**src/rtl/epo_regs.svh**
```systemverilog
// Register offsets, object identifiers, codes, reset values and timing for the pulse output port.
`ifndef EPO_REGS_SVH
`define EPO_REGS_SVH

////////////////////////////////////////////////////////////////////////////////
// Modbus register offsets, register number minus 40001.
`define EPO_OFS_MANUAL 16'h1131
`define EPO_OFS_CONFIG 16'h13F5
`define EPO_OFS_RELAY 16'h13F6
`define EPO_OFS_SCALAR 16'h11F9

////////////////////////////////////////////////////////////////////////////////
// BACnet object identifiers 13020, 13100 and 13110.
`define EPO_OBJ_MANUAL 16'h32DC
`define EPO_OBJ_CONFIG 16'h332C
`define EPO_OBJ_RELAY 16'h3336

////////////////////////////////////////////////////////////////////////////////
// Port configuration codes 0, 44001, 44008 and 44011.
`define EPO_CFG_OFF 16'h0000
`define EPO_CFG_REAL 16'hABE1
`define EPO_CFG_REACT 16'hABE8
`define EPO_CFG_APPAR 16'hABEB

////////////////////////////////////////////////////////////////////////////////
// Reset values.
`define EPO_RST_MANUAL 16'h0001
`define EPO_RST_CONFIG 16'h0000
`define EPO_RST_RELAY 16'h0000
`define EPO_RST_SCALAR 16'h0004

////////////////////////////////////////////////////////////////////////////////
// Pulse weights in accumulator units of .00001, for data scalar 0 to 6 and above.
`define EPO_WEIGHT_0 48'h0000_0000_0001
`define EPO_WEIGHT_1 48'h0000_0000_0064
`define EPO_WEIGHT_2 48'h0000_0000_03E8
`define EPO_WEIGHT_3 48'h0000_0000_2710
`define EPO_WEIGHT_4 48'h0000_0001_86A0
`define EPO_WEIGHT_5 48'h0000_000F_4240
`define EPO_WEIGHT_6 48'h0000_0098_9680

////////////////////////////////////////////////////////////////////////////////
// Pulse active time and the least idle gap that follows it.
`define EPO_CLK_PERIOD_NS 5
`define EPO_PULSE_TIME_NS 10000
`define EPO_PULSE_CYCLES ((`EPO_PULSE_TIME_NS + `EPO_CLK_PERIOD_NS - 1) / `EPO_CLK_PERIOD_NS)

`endif

```
**src/rtl/epo_pkg.sv**
```systemverilog
// Types shared by the pulse output port modules.
package epo_pkg;

   typedef enum logic [1:0] {
      SRC_NONE = 2'b00,
      SRC_REAL = 2'b01,
      SRC_REACT = 2'b10,
      SRC_APPAR = 2'b11
   } epo_src_t;

   typedef enum logic [1:0] {
      GEN_IDLE = 2'b00,
      GEN_ACTIVE = 2'b01,
      GEN_GAP = 2'b10
   } epo_gen_state_t;

   typedef enum logic [2:0] {
      REG_NONE = 3'b000,
      REG_MANUAL = 3'b001,
      REG_CONFIG = 3'b010,
      REG_RELAY = 3'b011,
      REG_SCALAR = 3'b100
   } epo_reg_t;

   // Accumulated system energies, unsigned, in units of .00001.
   typedef struct packed {
      logic [47:0] activeE;
      logic [47:0] reactiveE;
      logic [47:0] apparentE;
   } epo_energy_t;

   typedef struct packed {
      logic wr;
      logic rd;
      logic obj;
      logic [15:0] addr;
      logic [15:0] wdata;
   } epo_reg_req_t;

   typedef struct packed {
      logic ack;
      logic err;
      logic [15:0] rdata;
   } epo_reg_resp_t;

   typedef struct packed {
      epo_gen_state_t state;
      epo_src_t srcPrev;
      logic [47:0] baseline;
      logic [11:0] count;
   } epo_gen_t;

   typedef struct packed {
      logic [15:0] manual;
      logic [15:0] portCfg;
      logic [15:0] relay;
      logic [15:0] scalar;
      epo_reg_resp_t resp;
      logic pinOut;
      logic ledOn;
   } epo_top_t;

endpackage

```
**src/rtl/epo_pulse_gen.sv**
```systemverilog
// Pulse generator: counts weight-sized steps of the selected energy and times each pulse.
`timescale 1ns/1ps
`include "epo_regs.svh"

module epo_pulse_gen (
   input wire logic clk,
   input wire logic rst,
   input wire epo_pkg::epo_src_t src,
   input wire logic [15:0] scalar,
   input wire epo_pkg::epo_energy_t energy,
   output logic pulseActive
);

   localparam logic [11:0] PULSE_LAST = 12'(`EPO_PULSE_CYCLES - 1);

   epo_pkg::epo_gen_t s_r;
   epo_pkg::epo_gen_t s_nxt;
   logic [47:0] sel;
   logic [47:0] weight;
   logic [47:0] diff;

   function automatic logic [47:0] scalarWeight(input logic [15:0] sc);
      logic [47:0] w;
      w = `EPO_WEIGHT_6;
      unique case (sc)
         16'h0000: w = `EPO_WEIGHT_0;
         16'h0001: w = `EPO_WEIGHT_1;
         16'h0002: w = `EPO_WEIGHT_2;
         16'h0003: w = `EPO_WEIGHT_3;
         16'h0004: w = `EPO_WEIGHT_4;
         16'h0005: w = `EPO_WEIGHT_5;
         default: w = `EPO_WEIGHT_6;
      endcase
      return w;
   endfunction

   always_comb begin
      unique case (src)
         epo_pkg::SRC_REAL: sel = energy.activeE;
         epo_pkg::SRC_REACT: sel = energy.reactiveE;
         epo_pkg::SRC_APPAR: sel = energy.apparentE;
         epo_pkg::SRC_NONE: sel = 48'h0;
      endcase
   end

   // One weight serves every source.
   assign weight = scalarWeight(scalar);
   assign diff = sel - s_r.baseline;

   always_comb begin
      s_nxt = s_r;
      s_nxt.srcPrev = src;
      // A new source, a disabled port or an accumulator that went backwards restarts counting.
      if (src != s_r.srcPrev || src == epo_pkg::SRC_NONE || sel < s_r.baseline) begin
         s_nxt.baseline = sel;
         s_nxt.state = epo_pkg::GEN_IDLE;
         s_nxt.count = 12'h000;
      end else begin
         unique case (s_r.state)
            epo_pkg::GEN_IDLE: begin
               if (diff >= weight) begin
                  // Only one weight is consumed, so any excess is kept for later pulses.
                  s_nxt.baseline = s_r.baseline + weight;
                  s_nxt.state = epo_pkg::GEN_ACTIVE;
                  s_nxt.count = PULSE_LAST;
               end
            end
            epo_pkg::GEN_ACTIVE: begin
               if (s_r.count == 12'h000) begin
                  s_nxt.state = epo_pkg::GEN_GAP;
                  s_nxt.count = PULSE_LAST;
               end else begin
                  s_nxt.count = s_r.count - 12'h001;
               end
            end
            epo_pkg::GEN_GAP: begin
               if (s_r.count == 12'h000) begin
                  s_nxt.state = epo_pkg::GEN_IDLE;
               end else begin
                  s_nxt.count = s_r.count - 12'h001;
               end
            end
            default: begin
               s_nxt.state = epo_pkg::GEN_IDLE;
            end
         endcase
      end
   end

   always_ff @(posedge clk or posedge rst) begin
      if (rst) begin
         s_r <= '{state: epo_pkg::GEN_IDLE, srcPrev: epo_pkg::SRC_NONE,
                  baseline: 48'h0, count: 12'h000};
      end else begin
         s_r <= s_nxt;
      end
   end

   // Fixed-length active phase.
   assign pulseActive = (s_r.state == epo_pkg::GEN_ACTIVE);

endmodule

```
**src/rtl/epo_pulse_port.sv**
```systemverilog
// Energy pulse output port: settings registers, source selection and port level.
//
// Functional notes
// - Configuration value picks off, real, reactive, apparent.
// - Data scalar maps to weight .00001 up to 100.
// - One scalar weights all sources, Modbus only.
// - One pulse per weight of selected energy.
// - LED lit only during output pulse.
// - Manual 0 drives low, 1 high, default high.
// - Manual value applies only with configuration zero.
// - Relay type sets idle level: 0 high, 1 low.
// - Manual, configuration and relay settings reachable as BACnet objects; scalar by Modbus only.
`timescale 1ns/1ps
`include "epo_regs.svh"

module epo_pulse_port (
   input wire logic clk,
   input wire logic rst,
   input wire epo_pkg::epo_reg_req_t regReq,
   output epo_pkg::epo_reg_resp_t regResp,
   input wire epo_pkg::epo_energy_t energy,
   output logic pinOut,
   output logic pulseLed
);

   epo_pkg::epo_top_t s_r;
   epo_pkg::epo_top_t s_nxt;
   epo_pkg::epo_src_t src;
   epo_pkg::epo_reg_t regSel;
   logic pulseActive;
   logic idleLevel;

   ////////////////////////////////////////////////////////////////////////////////
   // Address decode. Modbus offsets and BACnet objects land on the same storage, so a
   // setting written through one protocol is seen through the other. The data scalar
   // has no object of its own here and is reached by its Modbus offset only.
   function automatic epo_pkg::epo_reg_t decodeAddr(input logic obj, input logic [15:0] addr);
      epo_pkg::epo_reg_t r;
      r = epo_pkg::REG_NONE;
      if (obj) begin
         unique case (addr)
            `EPO_OBJ_MANUAL: r = epo_pkg::REG_MANUAL;
            `EPO_OBJ_CONFIG: r = epo_pkg::REG_CONFIG;
            `EPO_OBJ_RELAY: r = epo_pkg::REG_RELAY;
            default: r = epo_pkg::REG_NONE;
         endcase
      end else begin
         unique case (addr)
            `EPO_OFS_MANUAL: r = epo_pkg::REG_MANUAL;
            `EPO_OFS_CONFIG: r = epo_pkg::REG_CONFIG;
            `EPO_OFS_RELAY: r = epo_pkg::REG_RELAY;
            `EPO_OFS_SCALAR: r = epo_pkg::REG_SCALAR;
            default: r = epo_pkg::REG_NONE;
         endcase
      end
      return r;
   endfunction

   assign regSel = decodeAddr(regReq.obj, regReq.addr);

   ////////////////////////////////////////////////////////////////////////////////
   // Source selection. Any nonzero code other than the three listed ones sends no pulses and
   // leaves the port at its idle level; the manual value still does not apply.
   always_comb begin
      unique case (s_r.portCfg)
         `EPO_CFG_REAL: src = epo_pkg::SRC_REAL;
         `EPO_CFG_REACT: src = epo_pkg::SRC_REACT;
         `EPO_CFG_APPAR: src = epo_pkg::SRC_APPAR;
         default: src = epo_pkg::SRC_NONE;
      endcase
   end

   epo_pulse_gen u_gen (
      .clk(clk),
      .rst(rst),
      .src(src),
      .scalar(s_r.scalar),
      .energy(energy),
      .pulseActive(pulseActive)
   );

   // Normally open rests high, normally closed rests low.
   assign idleLevel = (s_r.relay[0] == 1'b0);

   ////////////////////////////////////////////////////////////////////////////////
   // Next state: register access, port level and indicator.
   always_comb begin
      s_nxt = s_r;
      s_nxt.resp.ack = regReq.wr | regReq.rd;
      s_nxt.resp.err = (regReq.wr | regReq.rd) && (regSel == epo_pkg::REG_NONE);
      s_nxt.resp.rdata = 16'h0000;
      if (regReq.wr) begin
         unique case (regSel)
            epo_pkg::REG_MANUAL: s_nxt.manual = regReq.wdata;
            epo_pkg::REG_CONFIG: s_nxt.portCfg = regReq.wdata;
            epo_pkg::REG_RELAY: s_nxt.relay = regReq.wdata;
            epo_pkg::REG_SCALAR: s_nxt.scalar = regReq.wdata;
            epo_pkg::REG_NONE: s_nxt.manual = s_r.manual;
         endcase
      end else if (regReq.rd) begin
         unique case (regSel)
            epo_pkg::REG_MANUAL: s_nxt.resp.rdata = s_r.manual;
            epo_pkg::REG_CONFIG: s_nxt.resp.rdata = s_r.portCfg;
            epo_pkg::REG_RELAY: s_nxt.resp.rdata = s_r.relay;
            epo_pkg::REG_SCALAR: s_nxt.resp.rdata = s_r.scalar;
            epo_pkg::REG_NONE: s_nxt.resp.rdata = 16'h0000;
         endcase
      end

      if (s_r.portCfg == `EPO_CFG_OFF) begin
         // Switch mode: zero closes the port, any other value opens it.
         s_nxt.pinOut = (s_r.manual != 16'h0000);
         s_nxt.ledOn = 1'b0;
      end else begin
         // Pulse mode ignores the manual value.
         s_nxt.pinOut = pulseActive ? ~idleLevel : idleLevel;
         s_nxt.ledOn = pulseActive;
      end
   end

   always_ff @(posedge clk or posedge rst) begin
      if (rst) begin
         s_r <= '{manual: `EPO_RST_MANUAL,
                  portCfg: `EPO_RST_CONFIG,
                  relay: `EPO_RST_RELAY,
                  scalar: `EPO_RST_SCALAR,
                  resp: '{ack: 1'b0, err: 1'b0, rdata: 16'h0000},
                  pinOut: 1'b1,
                  ledOn: 1'b0};
      end else begin
         s_r <= s_nxt;
      end
   end

   assign regResp = s_r.resp;
   assign pinOut = s_r.pinOut;
   assign pulseLed = s_r.ledOn;

endmodule

```
**config.mk**
```make
export PLATFORM = sky130hd
export DESIGN_NAME = epo_pulse_port
export DESIGN_NICKNAME = d
export VERILOG_FILES = /design/src/rtl/epo_pkg.sv /design/src/rtl/epo_pulse_gen.sv /design/src/rtl/epo_pulse_port.sv
export VERILOG_INCLUDE_DIRS = /design/src /design/src/rtl
export SDC_FILE = /design/constraint.sdc
export NUM_CORES = 1
export LEC_CHECK = 0
export ABC_AREA = 1
export BUFFER_PORTS_ARGS = -buffer_cell sky130_fd_sc_hd__buf_4
export CAP_MARGIN = 40
export CORE_AREA = 3 3 230 232
export CTS_CLUSTER_SIZE = 14
export DETAILED_ROUTE_END_ITERATION = 10
export DIE_AREA = 0 0 233 235
export PLACE_DENSITY = 0.46
export SYNTH_ARGS = -nofsm -noshare
export SYNTH_HDL_FRONTEND = slang
export SYNTH_SLANG_ARGS = --single-unit
```
**constraint.sdc**
```tcl
create_clock -name clk -period 6.25 [get_ports clk]
set_input_delay 0.9375 -clock clk [delete_from_list [all_inputs] [get_ports clk]]
set_output_delay 0.9375 -clock clk [all_outputs]
set_load 0.05 [all_outputs]
```
==> run metrics <==
status=finished clean; WL final=roughly 63,000 µm; most frequent cell after synthesis=nand2_1; die width=233 µm; global-route wire length before repair=95,200 µm; type of the most critical hold path=reg -> reg; asr flop ratio synth=1.00; core area=between 0.05 and 0.06 mm²; Hold Crit Start=s_r[51]; max_cap viols=0; top cells by area, synth=dfrtp_1, nand2_1, inv_1; Post-CTS Hold Fix Bufs=0; actual slew at the worst max-slew pin=between 0.8 and 0.9 ns; Routed Antenna Nets=0; Slew Limit Fails=0; Worst slew margin=0.457; crit-path most repeated cell=nand2_1; Layout Area Growth over Synthesis=18.8%; combinational group share of total power=0.084; kind of end point of the critical path=flop; CP max FO=49; worst hold path cell count=2; post-synth top area cell=dfrtp_1; dpl hpwl=just over 50,000 µm; top cells by count, synth=nand2_1, inv_1, o21ai_0; Placed Instances=around 3,400; CP arrival=5.98 ns; drt pass-1 iters=6; DR iter-0 viols=1,425; post-synthesis cell type count=52; number of global-route vias before repair=~16,000; critical path's largest stage delay=~0.4 ns; PD cells=around 120 mW/mm²; cell area after layout=0.0181 mm²; Setup TNS=0 ns; Post-synth EDFFs=0; Yosys reg bits=148; Yosys Warn Count=0; FF+latch area=0.00371 mm²; CTS tree=yes; Sw Pwr=between 0.6 and 0.7 mW; Layout Cells excl Fill=approximately 3,400; FILL cells=roughly 5,700; routed vias=about 17,000; setup ws final=approximately 0.60 ns; critical path type=reg -> reg; pre-CTS setup slack=slightly below 0.1 ns; Sw Share=0.286; syn_nets=approximately 2,800; f_max=177 MHz; Layout Nets=between 3,000 and 4,000; endpoints failing hold=0; CTS sink cnt=around 150; Synth Flop Type=dfrtp_1; Avg Cell Area, Syn=5.92 µm²; n_diodes=0; gpl congestion=a little over 1; RSZ-0062 raised after global routing=false; clock latency on the worst-skew pair=0.46 ns; worst reg2reg path startpoint=s_r[64]; clock power share=0.475; R2R depth=37; Multi-input gate area=around 0.0096 mm²; gr usage total=0.225; Reg clk slew, reported paths=around 0.07 ns; DR DRC count=0; top-area cell type share of the netlist area=0.238; Tcrit/Tclk final=0.903; Hold Slack=0.484 ns; endpoints failing setup=0; Mapped Cells=approximately 2,600; Power, Total=2.25 mW; initial core utilization=0.297; sequential cell area fraction in the yosys report=0.243; initial antenna violation count=0; Final Util=0.353; Root Buffer Master=clkbuf_16; CP max-delay cell=dfrtp_1; drt wl/cell=18.3 µm; Worst IR Drop VDD=about 0.18 mV; CTS Buf Count=17; r2r setup slk=between 0.6 and 0.7 ns; H-tree Lvls=4; fin crit period=between 5 and 6 ns; Int Pwr=roughly 1.6 mW; Fin Clk Skew=0.0195 ns; WP data required=6.59 ns; largest net degree at the start of global routing=60; grt ovf=0; Die Y-Extent=~240 µm; Post-Syn Area=approximately 0.015 mm²; drt via density=~5.0; Die Area=approximately 0.055 mm²; Row Count=83; Port Buffers=200; reg2reg end=u_gen.s_r[42]; Hold Path End=s_r[51]; LEAKAGE=around 9.9 nW; CTS max path bufs=2; Seq pwr share=0.441; share of cells above drive strength 1=0.111; Setup crit start kind=flop; post-CTS setup buffer count=0; I/O pin total=201; placed inst area=0.0175 mm²
critical path: cells and delay by family (launching register included):
family	cells	cell delay, ns
buf+inv	5	0.77
xor+xnor	1	0.16
flops	1	0.40
compound gates	5	0.91
fa+ha+maj	2	0.68
simple gates	24	2.56
cells in the final DEF (no fill, tap or decap), types with 7 or more instances in the layout:
| master | netlist | layout |
|---|---|---|
| or2_2 | 6 | 7 |
| a21oi_1 | 118 | 118 |
| o21bai_1 | 7 | 7 |
| a31oi_1 | 12 | 12 |
| o21ai_0 | 238 | 238 |
| nand2_1 | 840 | 838 |
| nand3b_1 | 9 | 9 |
| xor2_1 | 36 | 36 |
| inv_1 | 404 | 403 |
| nand3_1 | 148 | 148 |
| dfrtp_1 | 145 | 145 |
| xnor2_1 | 13 | 13 |
| a41oi_1 | 8 | 8 |
| nor2_1 | 231 | 231 |
| clkbuf_16 | 0 | 17 |
| o21ai_1 | 12 | 12 |
| inv_2 | 9 | 9 |
| nor2_2 | 8 | 7 |
| nor4_1 | 18 | 18 |
| nor3_1 | 35 | 35 |
| nand4_1 | 42 | 42 |
| buf_4 | 20 | 220 |
| ha_1 | 95 | 95 |
flip-flops by register name (all words and copies together) (netlist names):
signal,flops
u_gen.s_r,64
s_r,64
pulseLed,1
pinOut,1
regResp,18
what timing repair did:
action | 4_1_cts | 5_1_grt
setup endpoints to repair | 0 | 56
endpoints found under the hold margin | 0 | 0
gates resized for setup | 0 | 6
layout make-up:
type                       instances  share of cell area
clock buffer                      17              0.0235
clock inverter                    15             0.00864
inverter                         414              0.0862
multi-input combinational       1925               0.530
sequential                       148               0.205
tap                              680              0.0470
timing repair buffer             229              0.0998
logic make-up after synthesis:
logic type | Yosys count | share of synthesized area
AND/OR/NAND/NOR | 1352 | 0.368
buffers and inverters | 498 | 0.130
AO/OA/AOI/OAI | 422 | 0.148
flip-flops | 148 | 0.243
adder cells (fa/ha/maj) | 96 | 0.0794
XOR/XNOR | 49 | 0.0282
multiplexers | 6 | 0.00394
power by group through the flow:
stage	sequential [mW]	combinational [mW]	clock [mW]
2_1_floorplan	1.01	0.0691	0
4_1_cts	0.993	0.191	1.10
6_report	0.994	0.189	1.07
3_5_place_dp	1.01	0.190	0
3_3_place_gp	1.01	0.187	0
5_1_grt	0.996	0.209	1.13
layer usage:
metal / up-vias / share of wire / track usage / wire length, µm
met3: 59 / 0.070 / 0.0363 / 4360
met1: 7809 / 0.46 / 0.317 / 28900
met4: 0 / 0.023 / 0.0612 / 1420
li1: 8525 / - / - / -
met5: - / 0 / 0 / 0
met2: 587 / 0.45 / 0.357 / 28000
how the worst max path moves through the flow:
stage	startpoint	to	slack (ns)	cells after the start
final	s_r[64]	u_gen.s_r[42]	0.60	37
after global routing	s_r[64]	u_gen.s_r[42]	0.05	37
after CTS	s_r[58]	u_gen.s_r[59]	0.1	33
after detailed placement	s_r[58]	u_gen.s_r[59]	0.1	33
after global placement	s_r[58]	u_gen.s_r[38]	0.16	34
after floorplan	rst	pulseLed	1.34	1
Note: power is estimated with default switching activity, not from simulation.
